## config.mk

```make
export PLATFORM = sky130hd
export DESIGN_NAME = lspi_top
export DESIGN_NICKNAME = d
export VERILOG_FILES = /design/src/lspi_pkg.sv /design/src/lspi_shift_if.sv /design/src/lspi_top.sv /design/src/lspi_sync.sv /design/src/lspi_shifter.sv
export SDC_FILE = /design/constraint.sdc
export NUM_CORES = 1
export LEC_CHECK = 0
export BUFFER_PORTS_ARGS = -buffer_cell sky130_fd_sc_hd__buf_2
export CAP_MARGIN = 5
export CORE_MARGIN = 2
export CORE_UTILIZATION = 50
export DETAILED_ROUTE_END_ITERATION = 8
export PLACE_DENSITY_LB_ADDON = 0.25
export SLEW_MARGIN = 20
export SYNTH_ARGS = -nofsm -noshare
export SYNTH_HDL_FRONTEND = slang
export SYNTH_HIERARCHICAL = 1
export SYNTH_SLANG_ARGS = --single-unit
```

## constraint.sdc

```tcl
create_clock -name aclk -period 11.95 [get_ports aclk]
set_clock_uncertainty 0.15 [all_clocks]
set_input_delay 1.195 -clock aclk [delete_from_list [all_inputs] [get_ports aclk]]
set_output_delay 1.195 -clock aclk [all_outputs]
set_load 0.05 [all_outputs]
```

## src/lspi_pkg.sv

```systemverilog
// Constants, register map and types shared by the serial master block
package lspi_pkg;
    localparam int ADDR_W = 12;
    localparam logic [11:0] OFF_EVENT = 12'h108;
    localparam logic [11:0] OFF_IRQ_SET = 12'h304;
    localparam logic [11:0] OFF_IRQ_CLR = 12'h308;
    localparam logic [11:0] OFF_ENABLE = 12'h500;
    localparam logic [11:0] OFF_SCK_SEL = 12'h508;
    localparam logic [11:0] OFF_OUT_SEL = 12'h50c;
    localparam logic [11:0] OFF_IN_SEL = 12'h510;
    localparam logic [11:0] OFF_RX = 12'h518;
    localparam logic [11:0] OFF_TX = 12'h51c;
    localparam logic [11:0] OFF_RATE = 12'h524;
    localparam logic [11:0] OFF_FORMAT = 12'h554;

    localparam logic [31:0] RST_ZERO = 32'h00000000;
    localparam logic [31:0] RST_PSEL = 32'hffffffff;
    localparam logic [31:0] RST_RATE = 32'h04000000;
    localparam logic [31:0] RATE_MIN_CODE = 32'h02000000;
    localparam int RATE_CODES = 7;

    localparam int PIN_W = 5;
    localparam int PIN_COUNT = 32;
    localparam int PSEL_CONNECT_BIT = 31;
    localparam int FMT_ORDER_BIT = 0;
    localparam int FMT_PHASE_BIT = 1;
    localparam int FMT_POL_BIT = 2;
    localparam int ENABLE_W = 4;
    localparam logic [3:0] ENABLE_ON = 4'h1;

    localparam int CLK_HZ = 250_000_000;
    localparam int RATE_BASE_BPS = 125_000;
    localparam logic [9:0] HALF_BASE = 10'(CLK_HZ / (2 * RATE_BASE_BPS));
    localparam int CLK_MHZ = CLK_HZ / 1_000_000;
    localparam int TAIL_NS = 20;
    localparam logic [9:0] TAIL_CYC = 10'((TAIL_NS * CLK_MHZ + 999) / 1000);
    localparam logic [4:0] LAST_EDGE = 5'h0f;

    localparam logic [1:0] RESP_OKAY = 2'h0;
    localparam logic [1:0] RESP_SLVERR = 2'h2;

    typedef enum logic [1:0] {
        ENG_IDLE = 2'b00,
        ENG_RUN = 2'b01,
        ENG_TAIL = 2'b10
    } lspi_eng_state_t;
endpackage

```

## src/lspi_shift_if.sv

```systemverilog
// Signals between the register front end and the byte shifter
`timescale 1ns/1ps
`default_nettype none
interface lspi_shift_if;
    logic start;
    logic busy;
    logic done;
    logic [7:0] tx_byte;
    logic [7:0] rx_byte;
    logic pol;
    logic pha;
    logic lsb_first;
    logic [9:0] half_cnt;
    logic din;
    logic sck;
    logic dout;
    modport eng (input start, tx_byte, pol, pha, lsb_first, half_cnt, din,
                 output busy, done, rx_byte, sck, dout);
    modport ctl (output start, tx_byte, pol, pha, lsb_first, half_cnt, din,
                 input busy, done, rx_byte, sck, dout);
endinterface
`default_nettype wire

```

## src/lspi_top.sv

```systemverilog
// Legacy byte-at-a-time serial master with AXI4-Lite registers
//
// The AXI4-Lite slave port is this design's own decision.
`timescale 1ns/1ps
`default_nettype none
module lspi_top
    import lspi_pkg::*;
(
    input wire logic aclk,
    input wire logic aresetn,
    input wire logic [ADDR_W-1:0] s_axi_awaddr,
    input wire logic [2:0] s_axi_awprot,
    input wire logic s_axi_awvalid,
    output logic s_axi_awready,
    input wire logic [31:0] s_axi_wdata,
    input wire logic [3:0] s_axi_wstrb,
    input wire logic s_axi_wvalid,
    output logic s_axi_wready,
    output logic [1:0] s_axi_bresp,
    output logic s_axi_bvalid,
    input wire logic s_axi_bready,
    input wire logic [ADDR_W-1:0] s_axi_araddr,
    input wire logic [2:0] s_axi_arprot,
    input wire logic s_axi_arvalid,
    output logic s_axi_arready,
    output logic [31:0] s_axi_rdata,
    output logic [1:0] s_axi_rresp,
    output logic s_axi_rvalid,
    input wire logic s_axi_rready,
    input wire logic [PIN_COUNT-1:0] pin_in,
    output logic [PIN_COUNT-1:0] pin_out,
    output logic [PIN_COUNT-1:0] pin_oe_n,
    output logic irq
);
    lspi_shift_if sif ();

    // AXI write capture, write response and read response state
    logic aw_ok_q;
    logic w_ok_q;
    logic [ADDR_W-1:0] aw_addr_q;
    logic [31:0] w_data_q;
    logic [3:0] w_strb_q;
    logic bvalid_q;
    logic [1:0] bresp_q;
    logic rvalid_q;
    logic [1:0] rresp_q;
    logic [31:0] rdata_q;

    // Software registers
    logic event_q;
    logic irq_en_q;
    logic [ENABLE_W-1:0] enable_q;
    logic [31:0] sck_sel_q;
    logic [31:0] out_sel_q;
    logic [31:0] in_sel_q;
    logic [31:0] rate_q;
    logic [2:0] format_q;
    logic [7:0] tx_last_q;

    // Transmit queue of two bytes
    logic [7:0] txm_q [2];
    logic txw_q;
    logic txr_q;
    logic [1:0] txc_q;

    // Receive path: visible byte and second stage
    logic [7:0] rxd_q;
    logic rxd_full_q;
    logic [7:0] rx2_q;
    logic rx2_full_q;

    logic [PIN_COUNT-1:0] pin_sync;
    logic [PIN_COUNT-1:0] out_d;
    logic [PIN_COUNT-1:0] oe_n_d;
    logic irq_q;

    function automatic logic [31:0] wmerge(input logic [31:0] old, input logic [31:0] d,
                                           input logic [3:0] s);
        logic [31:0] r;
        r = old;
        for (int i = 0; i < 4; i++)
        begin
            if (s[i])
            begin
                r[i*8 +: 8] = d[i*8 +: 8];
            end
        end
        wmerge = r;
    endfunction

    function automatic logic [9:0] rate_half(input logic [31:0] code);
        logic [9:0] h;
        h = HALF_BASE >> 1;
        for (int i = 0; i < RATE_CODES; i++)
        begin
            if (code == (RATE_MIN_CODE << i))
            begin
                h = HALF_BASE >> i;
            end
        end
        rate_half = h;
    endfunction

    function automatic logic known(input logic [ADDR_W-1:0] a);
        known = (a == OFF_EVENT) || (a == OFF_IRQ_SET) || (a == OFF_IRQ_CLR) ||
                (a == OFF_ENABLE) || (a == OFF_SCK_SEL) || (a == OFF_OUT_SEL) ||
                (a == OFF_IN_SEL) || (a == OFF_RX) || (a == OFF_TX) ||
                (a == OFF_RATE) || (a == OFF_FORMAT);
    endfunction

    // Decode
    wire unit_on = (enable_q == ENABLE_ON);
    wire wr_go = aw_ok_q && w_ok_q && !bvalid_q;
    wire [ADDR_W-1:0] wa = {aw_addr_q[ADDR_W-1:2], 2'b00};
    wire [ADDR_W-1:0] ra = {s_axi_araddr[ADDR_W-1:2], 2'b00};
    wire rd_go = s_axi_arvalid && !rvalid_q;
    wire wr_ok = wr_go && known(wa);
    wire wr_event = wr_ok && (wa == OFF_EVENT) && w_strb_q[0];
    wire wr_irq_set = wr_ok && (wa == OFF_IRQ_SET) && w_strb_q[0] && w_data_q[0];
    wire wr_irq_clr = wr_ok && (wa == OFF_IRQ_CLR) && w_strb_q[0] && w_data_q[0];
    wire wr_tx = wr_ok && (wa == OFF_TX) && w_strb_q[0];
    wire rd_rx = rd_go && (ra == OFF_RX);
    wire tx_take = sif.start;
    wire tx_push = wr_tx && (txc_q != 2'h2);
    wire rx_done = sif.done;
    wire rx_move = rd_rx && rx2_full_q;
    wire sck_hit_any = unit_on && !sck_sel_q[PSEL_CONNECT_BIT];
    wire out_hit_any = unit_on && !out_sel_q[PSEL_CONNECT_BIT];
    wire in_hit = unit_on && !in_sel_q[PSEL_CONNECT_BIT];
    wire [31:0] enable_merge = wmerge({28'h0, enable_q}, w_data_q, w_strb_q);
    wire [31:0] format_merge = wmerge({29'h0, format_q}, w_data_q, w_strb_q);
    wire [PIN_W-1:0] in_pin = in_sel_q[PIN_W-1:0];

    assign s_axi_awready = !aw_ok_q;
    assign s_axi_wready = !w_ok_q;
    assign s_axi_bvalid = bvalid_q;
    assign s_axi_bresp = bresp_q;
    assign s_axi_arready = !rvalid_q;
    assign s_axi_rvalid = rvalid_q;
    assign s_axi_rresp = rresp_q;
    assign s_axi_rdata = rdata_q;
    assign irq = irq_q;

    // Shifter controls
    assign sif.start = unit_on && !sif.busy && !sif.done && (txc_q != 2'h0);
    assign sif.tx_byte = txm_q[txr_q];
    assign sif.pol = format_q[FMT_POL_BIT];
    assign sif.pha = format_q[FMT_PHASE_BIT];
    assign sif.lsb_first = format_q[FMT_ORDER_BIT];
    assign sif.half_cnt = rate_half(rate_q);
    assign sif.din = in_hit ? pin_sync[in_pin] : 1'b0;

    lspi_sync #(
        .W(PIN_COUNT)
    ) u_sync (
        .aclk(aclk),
        .aresetn(aresetn),
        .d(pin_in),
        .q(pin_sync)
    );

    lspi_shifter u_shifter (
        .aclk(aclk),
        .aresetn(aresetn),
        .sif(sif.eng)
    );

    // Pin routing
    always_comb
    begin
        for (int p = 0; p < PIN_COUNT; p++)
        begin
            if (sck_hit_any && sck_sel_q[PIN_W-1:0] == PIN_W'(p))
            begin
                out_d[p] = sif.sck;
                oe_n_d[p] = 1'b0;
            end
            else if (out_hit_any && out_sel_q[PIN_W-1:0] == PIN_W'(p))
            begin
                out_d[p] = sif.dout;
                oe_n_d[p] = 1'b0;
            end
            else
            begin
                out_d[p] = 1'b0;
                oe_n_d[p] = 1'b1;
            end
        end
    end

    always_ff @(posedge aclk)
    begin
        if (!aresetn)
        begin
            pin_out <= '0;
            pin_oe_n <= '1;
            irq_q <= 1'b0;
        end
        else
        begin
            pin_out <= out_d;
            pin_oe_n <= oe_n_d;
            irq_q <= event_q && irq_en_q;
        end
    end

    // AXI write channel
    always_ff @(posedge aclk)
    begin
        if (!aresetn)
        begin
            aw_ok_q <= 1'b0;
            w_ok_q <= 1'b0;
            aw_addr_q <= '0;
            w_data_q <= 32'h00000000;
            w_strb_q <= 4'h0;
            bvalid_q <= 1'b0;
            bresp_q <= RESP_OKAY;
        end
        else
        begin
            if (s_axi_awvalid && !aw_ok_q)
            begin
                aw_ok_q <= 1'b1;
                aw_addr_q <= s_axi_awaddr;
            end
            if (s_axi_wvalid && !w_ok_q)
            begin
                w_ok_q <= 1'b1;
                w_data_q <= s_axi_wdata;
                w_strb_q <= s_axi_wstrb;
            end
            if (wr_go)
            begin
                bvalid_q <= 1'b1;
                bresp_q <= known(wa) ? RESP_OKAY : RESP_SLVERR;
            end
            else if (bvalid_q && s_axi_bready)
            begin
                bvalid_q <= 1'b0;
                aw_ok_q <= 1'b0;
                w_ok_q <= 1'b0;
            end
        end
    end

    // AXI read channel
    always_ff @(posedge aclk)
    begin
        if (!aresetn)
        begin
            rvalid_q <= 1'b0;
            rresp_q <= RESP_OKAY;
            rdata_q <= 32'h00000000;
        end
        else if (rd_go)
        begin
            rvalid_q <= 1'b1;
            rresp_q <= known(ra) ? RESP_OKAY : RESP_SLVERR;
            case (ra)
                OFF_EVENT: rdata_q <= {31'h0, event_q};
                OFF_IRQ_SET: rdata_q <= {31'h0, irq_en_q};
                OFF_IRQ_CLR: rdata_q <= {31'h0, irq_en_q};
                OFF_ENABLE: rdata_q <= {28'h0, enable_q};
                OFF_SCK_SEL: rdata_q <= sck_sel_q;
                OFF_OUT_SEL: rdata_q <= out_sel_q;
                OFF_IN_SEL: rdata_q <= in_sel_q;
                OFF_RX: rdata_q <= {24'h0, rxd_q};
                OFF_TX: rdata_q <= {24'h0, tx_last_q};
                OFF_RATE: rdata_q <= rate_q;
                OFF_FORMAT: rdata_q <= {29'h0, format_q};
                default: rdata_q <= 32'h00000000;
            endcase
        end
        else if (rvalid_q && s_axi_rready)
        begin
            rvalid_q <= 1'b0;
        end
    end

    // Configuration registers
    always_ff @(posedge aclk)
    begin
        if (!aresetn)
        begin
            irq_en_q <= 1'b0;
            enable_q <= RST_ZERO[ENABLE_W-1:0];
            sck_sel_q <= RST_PSEL;
            out_sel_q <= RST_PSEL;
            in_sel_q <= RST_PSEL;
            rate_q <= RST_RATE;
            format_q <= RST_ZERO[2:0];
            tx_last_q <= 8'h00;
        end
        else
        begin
            if (wr_irq_set)
            begin
                irq_en_q <= 1'b1;
            end
            else if (wr_irq_clr)
            begin
                irq_en_q <= 1'b0;
            end
            if (wr_ok && wa == OFF_ENABLE)
            begin
                enable_q <= enable_merge[ENABLE_W-1:0];
            end
            if (wr_ok && wa == OFF_SCK_SEL)
            begin
                sck_sel_q <= wmerge(sck_sel_q, w_data_q, w_strb_q);
            end
            if (wr_ok && wa == OFF_OUT_SEL)
            begin
                out_sel_q <= wmerge(out_sel_q, w_data_q, w_strb_q);
            end
            if (wr_ok && wa == OFF_IN_SEL)
            begin
                in_sel_q <= wmerge(in_sel_q, w_data_q, w_strb_q);
            end
            if (wr_ok && wa == OFF_RATE)
            begin
                rate_q <= wmerge(rate_q, w_data_q, w_strb_q);
            end
            if (wr_ok && wa == OFF_FORMAT)
            begin
                format_q <= format_merge[2:0];
            end
            if (wr_tx)
            begin
                tx_last_q <= w_data_q[7:0];
            end
        end
    end

    // Transmit queue, written in order and drained in order
    always_ff @(posedge aclk)
    begin
        if (!aresetn)
        begin
            txm_q[0] <= 8'h00;
            txm_q[1] <= 8'h00;
            txw_q <= 1'b0;
            txr_q <= 1'b0;
            txc_q <= 2'h0;
        end
        else
        begin
            if (tx_push)
            begin
                txm_q[txw_q] <= w_data_q[7:0];
                txw_q <= !txw_q;
            end
            if (tx_take)
            begin
                txr_q <= !txr_q;
            end
            if (tx_push && !tx_take)
            begin
                txc_q <= txc_q + 2'h1;
            end
            else if (tx_take && !tx_push)
            begin
                txc_q <= txc_q - 2'h1;
            end
        end
    end

    // Receive stages and byte-done event
    always_ff @(posedge aclk)
    begin
        if (!aresetn)
        begin
            rxd_q <= 8'h00;
            rxd_full_q <= 1'b0;
            rx2_q <= 8'h00;
            rx2_full_q <= 1'b0;
            event_q <= 1'b0;
        end
        else
        begin
            if (rx_move)
            begin
                rxd_q <= rx2_q;
                rx2_full_q <= 1'b0;
            end
            else if (rd_rx)
            begin
                rxd_full_q <= 1'b0;
            end
            if (rx_done)
            begin
                if (!rxd_full_q || (rd_rx && !rx2_full_q))
                begin
                    rxd_q <= sif.rx_byte;
                    rxd_full_q <= 1'b1;
                end
                else
                begin
                    rx2_q <= sif.rx_byte;
                    rx2_full_q <= 1'b1;
                end
            end
            // Hardware set wins over a software clear in the same cycle
            if (rx_move || (rx_done && (!rxd_full_q || (rd_rx && !rx2_full_q))))
            begin
                event_q <= 1'b1;
            end
            else if (wr_event)
            begin
                event_q <= w_data_q[0];
            end
        end
    end
endmodule
`default_nettype wire

```

## src/lspi_sync.sv

```systemverilog
// Two-flop synchroniser for pin inputs
`timescale 1ns/1ps
`default_nettype none
module lspi_sync #(
    parameter int W = 32
) (
    input wire logic aclk,
    input wire logic aresetn,
    input wire logic [W-1:0] d,
    output logic [W-1:0] q
);
    logic [W-1:0] meta_q;

    always_ff @(posedge aclk)
    begin
        if (!aresetn)
        begin
            meta_q <= '0;
            q <= '0;
        end
        else
        begin
            meta_q <= d;
            q <= meta_q;
        end
    end
endmodule
`default_nettype wire

```

## src/lspi_shifter.sv

```systemverilog
// Byte shifter: serial clock generation, data out and data in
`timescale 1ns/1ps
`default_nettype none
module lspi_shifter
    import lspi_pkg::*;
(
    input wire logic aclk,
    input wire logic aresetn,
    lspi_shift_if.eng sif
);
    lspi_eng_state_t state_q;
    logic [9:0] div_q;
    logic [4:0] edge_q;
    logic [2:0] out_n_q;
    logic [7:0] tx_q;
    logic [7:0] rx_q;
    logic sck_q;
    logic dout_q;
    logic done_q;
    logic [7:0] rx_byte_q;

    wire leading = !edge_q[0];
    wire half_up = (div_q == sif.half_cnt - 10'h001);
    wire do_sample = half_up && (leading != sif.pha);
    wire do_drive = half_up && ((leading && sif.pha) || (!leading && !sif.pha && edge_q != LAST_EDGE));

    function automatic logic pick(input logic [7:0] b, input logic [2:0] n, input logic lsb);
        pick = lsb ? b[n] : b[3'h7 - n];
    endfunction

    assign sif.busy = (state_q != ENG_IDLE);
    assign sif.sck = sck_q;
    assign sif.dout = dout_q;
    assign sif.done = done_q;
    assign sif.rx_byte = rx_byte_q;

    always_ff @(posedge aclk)
    begin
        if (!aresetn)
        begin
            state_q <= ENG_IDLE;
            div_q <= 10'h000;
            edge_q <= 5'h00;
            out_n_q <= 3'h0;
            tx_q <= 8'h00;
            rx_q <= 8'h00;
            sck_q <= 1'b0;
            dout_q <= 1'b0;
            done_q <= 1'b0;
            rx_byte_q <= 8'h00;
        end
        else
        begin
            done_q <= 1'b0;
            case (state_q)
                ENG_IDLE:
                begin
                    sck_q <= sif.pol;
                    div_q <= 10'h000;
                    edge_q <= 5'h00;
                    dout_q <= 1'b0;
                    if (sif.start)
                    begin
                        tx_q <= sif.tx_byte;
                        state_q <= ENG_RUN;
                        // Leading-edge sampling needs the first bit out now
                        if (!sif.pha)
                        begin
                            dout_q <= pick(sif.tx_byte, 3'h0, sif.lsb_first);
                            out_n_q <= 3'h1;
                        end
                        else
                        begin
                            out_n_q <= 3'h0;
                        end
                    end
                end
                ENG_RUN:
                begin
                    if (half_up)
                    begin
                        div_q <= 10'h000;
                        sck_q <= !sck_q;
                        edge_q <= edge_q + 5'h01;
                        if (edge_q == LAST_EDGE)
                        begin
                            state_q <= ENG_TAIL;
                        end
                    end
                    else
                    begin
                        div_q <= div_q + 10'h001;
                    end
                    if (do_sample)
                    begin
                        rx_q <= sif.lsb_first ? {sif.din, rx_q[7:1]} : {rx_q[6:0], sif.din};
                    end
                    if (do_drive)
                    begin
                        dout_q <= pick(tx_q, out_n_q, sif.lsb_first);
                        out_n_q <= out_n_q + 3'h1;
                    end
                end
                ENG_TAIL:
                begin
                    if (div_q == TAIL_CYC - 10'h001)
                    begin
                        rx_byte_q <= rx_q;
                        done_q <= 1'b1;
                        state_q <= ENG_IDLE;
                    end
                    else
                    begin
                        div_q <= div_q + 10'h001;
                    end
                end
                default:
                begin
                    state_q <= ENG_IDLE;
                end
            endcase
        end
    end
endmodule
`default_nettype wire

```

== Yosys cells after proc, flatten, opt, wreduce, memory -nomap -nowiden ==
Memories as Yosys holds them, arrays and structs flattened. A register that Yosys moved wholly into a read port is not among the register bits.
Index checks and enable logic that the tools add are counted.
Operators by class
  magnitude comparators: 3
  add/sub/neg operators: 7
  muxes and demuxes: 204
  reductions and logical operators: 190
  bitwise operators: 1
  eq/ne operators: 106
Operator list (number)
  $pmux 32 s10: 1
  $mux 1: 169
  $eq 10x9->1 const B: 16
  $eq 5x5->1 const B: 32
  $logic_and 1x1->1: 107
  $mux 10: 9
  $eq 5x4->1 const B: 17
  $reduce_and 2->1: 26
  $eq 10x8->1 const B: 4
  $eq 5x3->1 const B: 8
  $mux 8: 5
  $eq 32x26->1 const B: 1
  $eq 32x27->1 const B: 1
  $eq 32x28->1 const B: 1
  $eq 32x29->1 const B: 1
  $eq 32x30->1 const B: 1
  $eq 32x31->1 const B: 1
  $eq 32x32->1 const B: 1
  $pmux 10 s3: 1
  $logic_or 1x1->1: 23
  $eq 10x7->1 const B: 2
  $eq 5x2->1 const B: 4
  $logic_not 1->1: 18
  $mux 2: 8
  other kinds (36): 54
Word-level totals
  output and inout bits: 106
  memories kept: 1
  logic and storage cells: 565
  bits in writable memories: 16
  flip-flop bits (word level): 431
  input port bits: 105
Memories
  txm_q: words 2, width 8, read ports 1, clocked after Yosys merged registers in 1, write ports 2, line lspi_top.sv:61  | logic [7:0] txm_q [2];

== Longest topological paths before layout ==
Gate-level depths: netlist of run 1.
  depth in word-level cells: 20
  gate-level depth with buffers: 15
  depth with buffers taken out: 14

== By module ==
Netlist of run 1, hierarchy kept.
By module, submodules not included
  lspi_top: cells an instance 1689, times used 1, seq. area each 6826.5 sq um, area each 14680.3 sq um
  lspi_shifter: cells an instance 348, times used 1, seq. area each 940.9 sq um, area each 2956.6 sq um
  lspi_sync: cells an instance 134, times used 1, seq. area each 1281.2 sq um, area each 1791.7 sq um

== Least setup slack after synthesis of run 1 ==
No wires, ideal clock.
  kind: reg-to-reg
  start: register rate_q[24]
  end: register u_shifter.state_q[0]
  required time: 11728 ps
  buffers on the path: 1
  cell stages (with the launch flop): 15
  setup time: 72 ps
  data arrival time: 3827 ps
  path slack: 7901 ps
  clock period less this slack: 4049 ps
  cells stage by stage: dfxtp_1 > nor4_1 > nand4_1 > or4_1 > a2111oi_0 > inv_1 > ha_1 > or2b_1 > a21oi_1 > a311oi_1 > o21ai_1 > or2_1 > buf_6 > a211oi_2 > mux2i_1
Between the ends
  elaborated cells on any way between the ends: 18
  classes of those cells: add/sub (1); eq/ne (9); mux (7); reduce/logical (1)
RTL lines
  start: declaration: line lspi_top.sv:56  | logic [31:0] rate_q;
  start signal: assignment: line lspi_top.sv:323  | rate_q <= wmerge(rate_q, w_data_q, w_strb_q);
  $eq 32x27->1: line lspi_top.sv:96  | if (code == (RATE_MIN_CODE << i))
  $mux 10 (5 in a row): line lspi_top.sv:96
  $mux 10 (*): line lspi_top.sv:96
  named net sif.half_cnt[0]: line lspi_shift_if.sv:13  | logic [9:0] half_cnt;
  $sub 10x1->10 (*): line lspi_shifter.sv:23  | wire half_up = (div_q == sif.half_cnt - 10'h001);
  $eq 10x10->1 (*): line lspi_shifter.sv:23
  $ne 2x1->1 (no line) (*)
  $reduce_and 4->1 (no line) (*)
  end signal: assignment: line lspi_shifter.sv:41  | state_q <= ENG_IDLE;
  end signal: assignment: line lspi_shifter.sv:65  | state_q <= ENG_RUN;
  end signal: assignment: line lspi_shifter.sv:87  | state_q <= ENG_TAIL;
  end: declaration: line lspi_shifter.sv:11  | lspi_eng_state_t state_q;
Mark *: on every way through the listed nets, which the timed path passes. The rest lies on a longest branch.
A chain may end at the register's enable or synchronous reset.

== Final worst setup path of run 1 ==
  start: register rate_q[17]
  end: register u_shifter.div_q[8]
Between the ends
  elaborated cells on any way between the ends: 18
  classes of those cells: add/sub (1); eq/ne (8); mux (9)
RTL lines
  $eq 32x27->1: line lspi_top.sv:96
  $mux 10 (5 in a row): line lspi_top.sv:96
  $mux 10 (*): line lspi_top.sv:96
  named net sif.half_cnt[0]: line lspi_shift_if.sv:13
  $sub 10x1->10 (*): line lspi_shifter.sv:23
  $eq 10x10->1 (*): line lspi_shifter.sv:23
  $mux 10 (*): line lspi_shifter.sv:80  | if (half_up)
  $pmux 10 s3 (*): line lspi_shifter.sv:55  | case (state_q)
  end signal: assignment: line lspi_shifter.sv:92  | div_q <= div_q + 10'h001;
  end signal: assignment: line lspi_shifter.sv:114  | div_q <= div_q + 10'h001;
  end: declaration: line lspi_shifter.sv:12  | logic [9:0] div_q;
Marks and branches as above.

==> results of run 1 <==
## routing by layer
metal	up-vias	global-route usage [%]
li1	7724	-
met1	7492	31.8
met2	506	40.0
met4	0	10.1
met5	-	0
met3	102	4.10
## logic make-up after synthesis
kind of cell	Yosys count	share of synthesized area (%)
XOR/XNOR	20	0.972
AND/OR/NAND/NOR	1004	26.3
AO/OA/AOI/OAI	371	13.2
flip-flops	444	46.6
other	1	0.0193
buffers and inverters	179	3.79
adder cells (fa/ha/maj)	13	0.837
multiplexers	139	8.24
## flip-flops by register name (all words and copies together), names as in the netlist, 10 cells and up, named ones only
signal           count
s_axi_rdata         32
aw_addr_q           10
w_data_q            32
pin_oe_n            32
u_sync/q            32
txm_q               16
u_sync/meta_q       32
u_shifter/div_q     10
pin_out             32
sck_sel_q           32
in_sel_q            32
rate_q              32
out_sel_q           32
## power groups by stage
stage	Combinational [mW]	Clock, mW	Sequential (mW)
after floorplan	0.0848	0	1.56
after CTS	0.123	1.53	1.53
after global routing	0.135	1.60	1.54
after global placement	0.121	0	1.57
final	0.123	1.51	1.53
after detailed placement	0.123	0	1.57
## cells in the mapped netlist (6+ instances only)
cell	number	share of area (%)
o21ai_0	76	2.0
or2_2	8	0.26
inv_1	25	0.48
and4_1	10	0.45
o22ai_1	11	0.35
a22oi_1	66	2.6
nor2_1	102	2.0
xnor2_1	13	0.59
edfxtp_1	16	2.5
dfxtp_1	428	44
mux2_2	27	1.6
a21boi_1	24	0.93
ha_1	13	0.84
a21boi_0	56	2.2
nand4_1	24	0.77
nor2b_1	90	2.9
a21o_1	25	0.97
a31oi_1	6	0.19
and2_2	64	2.5
nor3_1	17	0.44
nand2_1	413	8.0
mux2i_1	98	5.0
and3_1	12	0.39
clkbuf_2	7	0.18
nor4_1	11	0.35
xor2_1	6	0.27
o211ai_1	6	0.23
a22o_1	6	0.27
nand2b_1	21	0.68
clkbuf_1	110	2.1
buf_1	7	0.14
mux4_2	14	1.6
a21oi_1	46	1.2
nand3b_1	7	0.27
buf_2	23	0.59
and2_1	32	1.0
o21a_1	7	0.27
nand3_1	138	3.6
## stage by stage
step                instance area (sq um)  worst slack (ns)  instances  total power [mW]  util [%]
global placement                    20600              6.98       2746              1.69      53.5
floorplan                           19400              7.90       2172              1.64         -
finish                              22200              6.89       2832              3.17      57.7
CTS                                 22200              6.86       2832              3.19      57.7
global route                        22200              6.61       2832              3.27      57.7
detailed placement                  20600              6.91       2746              1.69      53.5
## cell type report
cell class              count  area [sq um]  share of cell area (%)
clock buffers              61          1300                    5.85
clock inverters            25           322                    1.45
inverters                  26          97.6                   0.440
multi-input cells        1549          9680                    43.6
flip-flops and latches    444          9050                    40.8
well taps                 518           648                    2.92
repair buffers            209          1100                    4.94
## worst paths after layout
path / from / endpoint / slack [ns] / cells past startpoint
max reg2reg: rate_q[17] / u_shifter/div_q[8] / 6.89 / 13
max: rate_q[17] / u_shifter/div_q[8] / 6.89 / 13
min: u_sync/meta_q[3] / u_sync/q[3] / 0.29 / 1
min reg2reg: u_sync/meta_q[3] / u_sync/q[3] / 0.29 / 1
## cells in the final DEF (no fill, tap or decap), drive strengths merged, types with 47 or more instances in the layout
cell type  netlist  layout
dfxtp          428     428
nand2          413     413
buf             36     209
nand3          138     138
nor2           103     103
mux2i           98      98
and2            96      96
nor2b           90      90
a21boi          81      81
o21ai           78      78
a22oi           66      66
clkbuf         117      61
a21oi           47      47
## worst max-delay path, stage by stage (launching register included)
cell and delay [ns]:
dfxtp_1 0.33, nor4_1 0.43, nand4_1 0.24, or4_1 0.57, a2111oi_0 0.94, inv_1 0.11
ha_1 0.28, nand2b_1 0.17, a21oi_1 0.14, a311oi_1 0.06, o21ai_1 0.71, nor2_2 0.21
a21boi_2 0.43, a221o_1 0.22
==> out/results.ini, run 1 <==
[power]
p_seq_share_pct=48.5
p_sw_mw=0.704
internal-power_mw=2.46
leakage_nw=8.87
sw_frac_of_total_pct=22.2
clockPowerShare_pct=47.6
max-vdd-ir-drop_mv=0.122
p_comb_share_pct=3.9
p_per_area_nw_per_um2=143

[critical_path]
end_kind=flip-flop
cp-start-kind=flip-flop
cp.arrival_ns=5.44
worst-setup-path-type=reg -> reg
worstPathMaxFanout=8
cp.required_ns=12.32

[grt]
antenna_found_initial=0
grt_overflow=0
grt_max_degree=282
grt_pass1_wl_mm=79.9
grt_usage_pct=24.3
grt_pass1_vias=15100

[synthesis]
syn_avg_cell_area_sq_um=8.95
synthArstFlopShare_pct=0
synth-edff-count=16
syn-instance-count=2171
yosysWarnings=6
ys_seq_area_share_pct=46.6
ys.flop_type=dfxtp_1
yosysUniqueCellTypes=96
ys_ff_latch=444
synth_area_sq_um=19400

[status]
status=finished, final reports clean

[detailed_routing]
vias=15800
top_layer=met4
firstDrtPassIters=5
wl_met3_mm=2.94
vias_per_cell=5.59
wl_met1_mm=21.9
routed_wirelength_mm=49.8
wl_per_cell_um=17.6
drc=0
dr_wl_met2_mm=23.4
postRouteAntennaNets=0
drtIter0Drc=1091

[placement]
place_hpwl_mm=33.9
portBuffers=198
place_congestion=0.866

[run]
maxCapViolations=0

[cells_and_area]
antennaDiodeCount=0
area_growth_pct=14.2
nNetsFinal=2394
fillCellCount=3389
drive_gt1_share_pct=18.6

[timing]
period_needed_ns=5.06
setup_viol=0
setup_tns_ns=0
fin_crit_sh_pct=42.4
worstMarginPinSlew_ns=1.23
hold_violations=0
drv_slew=0
rsz0062_at_grt=no
relSlewSlack_pct=18.2
max_freq_mhz=197
hold-worst-slack_ns=0.295

[floorplan]
die_h_um=201
core.rowCount=72
dieWidth_um=201
initial_core_util_pct=50.5
coreArea_sq_um=38500
ioPinCount=211
die_area_sq_um=40400

[clock_tree]
clock_sinks=444
clockRootBuffer=clkbuf_16
cts_tree=yes
post_cts_buffers=0
cts_made_buffers=46
clk_pin_slew_worst_paths_ns=0.06
cts_resized=0
clk_latency_ns=0.58
cts_max_level=2
clock_path_buffers=3
holdBufCountCts=0

[hold_path]
holdCritPathClass=reg -> reg

No activity file was read; power rests on OpenSTA's default activity.
==> inputs of run 2 (changes only) <==
--- a/config.mk
+++ b/config.mk
@@ -5,6 +5,7 @@
 export SDC_FILE = /design/constraint.sdc
 export NUM_CORES = 1
 export LEC_CHECK = 0
+export ABC_AREA = 1
 export BUFFER_PORTS_ARGS = -buffer_cell sky130_fd_sc_hd__buf_2
 export CAP_MARGIN = 5
 export CORE_MARGIN = 2
==> constraint.sdc (replaced) <==
create_clock -name aclk -period 5 [get_ports aclk]
set_clock_uncertainty 0.15 [all_clocks]
set_input_delay 0.5 -clock aclk [delete_from_list [all_inputs] [get_ports aclk]]
set_output_delay 0.5 -clock aclk [all_outputs]
set_load 0.05 [all_outputs]
==> out/results.ini, run 2 <==
[synthesis]
syn_avg_cell_area_sq_um=7.28
post-synth-top-count-cell=nand2_1
ys_seq_area_share_pct=47.6
synth-edff-count=16
synth_top_cell_by_area=dfxtp_1
yosysUniqueCellTypes=54
synth_top_cells_by_count=nand2_1, dfxtp_1, nor2_1
ys_ff_latch=444
synth_top_area_share_pct=45.1
synth_area_sq_um=19000
synthArstFlopShare_pct=0
yosysWarnings=6
synth_area_leaders=dfxtp_1, nand2_1, nor2_1
syn-instance-count=2609
ys.flop_type=dfxtp_1

[floorplan]
dieWidth_um=199
die_h_um=199
ioPinCount=211
die_area_sq_um=39600
initial_core_util_pct=50.5
coreArea_sq_um=37600
core.rowCount=71

[grt]
grt_pass1_wl_mm=83.6
antenna_found_initial=2
grt_overflow=0
grt_pass1_vias=16500
grt_usage_pct=26.2
grt_max_degree=152

[critical_path]
rr_worst_depth=23
critPathLaunch=rate_q[13]
cp.depth=23
cp-start-kind=flip-flop
worst-setup-path-type=reg -> reg
cp.arrival_ns=4.20
cp_slowest_stage_delay_ns=0.35
cp_cell_sequence=inv_1 -> nand4_1 -> nor2_1 -> nand2_1 -> nor2_1 -> nand4_1 -> nand2_1 -> inv_1 -> nand2_1 -> inv_1 -> ha_1 -> nand2_1 -> inv_1 -> nor2_1 -> nand2_1 -> nor2_1 -> nand3_1 -> nor2_2 -> nand4_4 -> inv_2 -> nand2_1 -> nor2_1 -> nor3_2
endpoint=u_shifter/rx_q[5]
critPathBufInv=5
r2r_setup_slack_ns=1.07
cp.required_ns=5.27
cp_slowest_cell=nor2_1
end_kind=flip-flop
worstPathMaxFanout=12
r2r-end=u_shifter/rx_q[5]
cp_top_family=simple AND/OR/NAND/NOR gates
cp_common_cell=nand2_1
rr_startpoint=rate_q[13]

[placement]
portBuffers=198
place_congestion=0.919
place_hpwl_mm=36.3

[timing]
hold_violations=0
worstMarginPinSlew_ns=1.05
drv_slew=0
fin_crit_sh_pct=78.6
rsz0062_at_grt=no
setup_tns_ns=0
period_needed_ns=3.93
hold-worst-slack_ns=0.0128
max_freq_mhz=254
setup_viol=0
relSlewSlack_pct=29.5

[detailed_routing]
vias=17900
drc=0
wl_per_cell_um=15.6
postRouteAntennaNets=0
drtIter0Drc=1497
vias_per_cell=5.32
routed_wirelength_mm=52.4
firstDrtPassIters=5

[clock_tree]
clk_latency_ns=0.58
clockRootBuffer=clkbuf_16
clock_path_buffers=3
cts_max_level=2
cts_tree=yes
clk_pin_slew_worst_paths_ns=0.06
clock_sinks=444
cts_made_buffers=46
cts_resized=0

[cells_and_area]
drive_gt1_share_pct=12.8
final_common_cell=nand2_1
area_growth_pct=17.7
final_cell_mix=nand2_1, dfxtp_1, nor2_1
fillCellCount=3404
nNetsFinal=2934

[power]
p_per_area_nw_per_um2=343
max-vdd-ir-drop_mv=0.252
leakage_nw=10.4

[status]
status=finished, final reports clean

[run]
maxCapViolations=0

[hold_path]
holdCritPathClass=in -> reg

==> run 2: stage by stage <==
step	cells	instance area (sq um)	util, %	total power [mW]	setup WS (ns)
after floorplan	2610	19000	-	4.00	2.07
after global placement	3226	20200	53.8	4.11	1.22
after detailed placement	3226	20200	53.8	4.12	1.16
after CTS	3363	22300	59.5	7.70	1.11
after global routing	3365	22300	59.5	7.91	0.622
final	3365	22300	59.5	7.66	1.07
==> run 2: timing repair <==
| action | 4_1_cts | 5_1_grt |
|---|---|---|
| hold endpoints to repair | 53 | 0 |
| setup buffers | 0 | 0 |
| hold buffers | 53 | 0 |
==> run 2: power breakdown <==
part	internal (mW)	total [mW]	switching (mW)	leakage, nW
Combinational	0.125	0.395	0.270	6.03
Clock	2.15	3.58	1.42	0.776
Sequential	3.62	3.69	0.0623	3.64
==> run 2: worst register-to-register path, cell delays in order (launching register included) <==
cell and delay (ns):
dfxtp_1 0.30, inv_1 0.09, nand4_1 0.14, nor2_1 0.35
nand2_1 0.11, nor2_1 0.27, nand4_1 0.15, nand2_1 0.11
inv_1 0.09, nand2_1 0.10, inv_1 0.08, ha_1 0.31
nand2_1 0.07, inv_1 0.04, nor2_1 0.09, nand2_1 0.06
nor2_1 0.10, nand3_1 0.08, nor2_2 0.20, nand4_4 0.17
inv_2 0.21, nand2_1 0.22, nor2_1 0.20, nor3_2 0.06
==> run 2: layer usage <==
metal  vias to the layer above  routed length [um]  track usage [%]
met5                         -                   0                0
met1                      8346               23200             35.5
met4                         0                1690             10.1
met3                       103                3570             4.15
met2                       631               23900             42.0
li1                       8838                   -                -
==> run 2: kinds of logic (layout without fill, tap and decap cells) <==
| logic type | after synthesis | in the layout | synth area share, % |
|---|---|---|---|
| other cells | 1 | 4 | 0.0197 |
| fa+ha+maj | 13 | 13 | 0.857 |
| xor+xnor | 8 | 8 | 0.369 |
| simple gates | 1327 | 1327 | 30.1 |
| flops | 444 | 444 | 47.6 |
| mux | 9 | 9 | 0.527 |
| buf+inv | 393 | 635 | 8.37 |
| compound gates | 414 | 414 | 12.1 |
==> run 2: how the worst min path moves through the flow <==
| stage | from | end | slack, ns | depth (start not counted) |
|---|---|---|---|---|
| floorplan | u_sync/meta_q[30] | u_sync/q[30] | 0.24 | 2 |
| global placement | u_sync/meta_q[27] | u_sync/q[27] | 0.25 | 2 |
| detailed placement | u_sync/meta_q[20] | u_sync/q[20] | 0.25 | 2 |
| CTS | s_axi_wdata[21] | w_data_q[21] | 0.003 | 3 |
| global route | s_axi_wdata[21] | w_data_q[21] | 0.01 | 3 |
| finish | s_axi_wdata[21] | w_data_q[21] | 0.01 | 3 |
==> run 2: cell type report <==
| class | count | area, sq um | area share, % |
|---|---|---|---|
| flip-flops and latches | 444 | 9050 | 40.5 |
| multi-input cells | 1773 | 8360 | 37.4 |
| well taps | 511 | 639 | 2.86 |
| clock buffers | 67 | 1320 | 5.91 |
| diodes | 2 | 5.00 | 0.0224 |
| repair buffers | 263 | 1630 | 7.31 |
| clock inverters | 17 | 260 | 1.16 |
| inverters | 288 | 1080 | 4.84 |
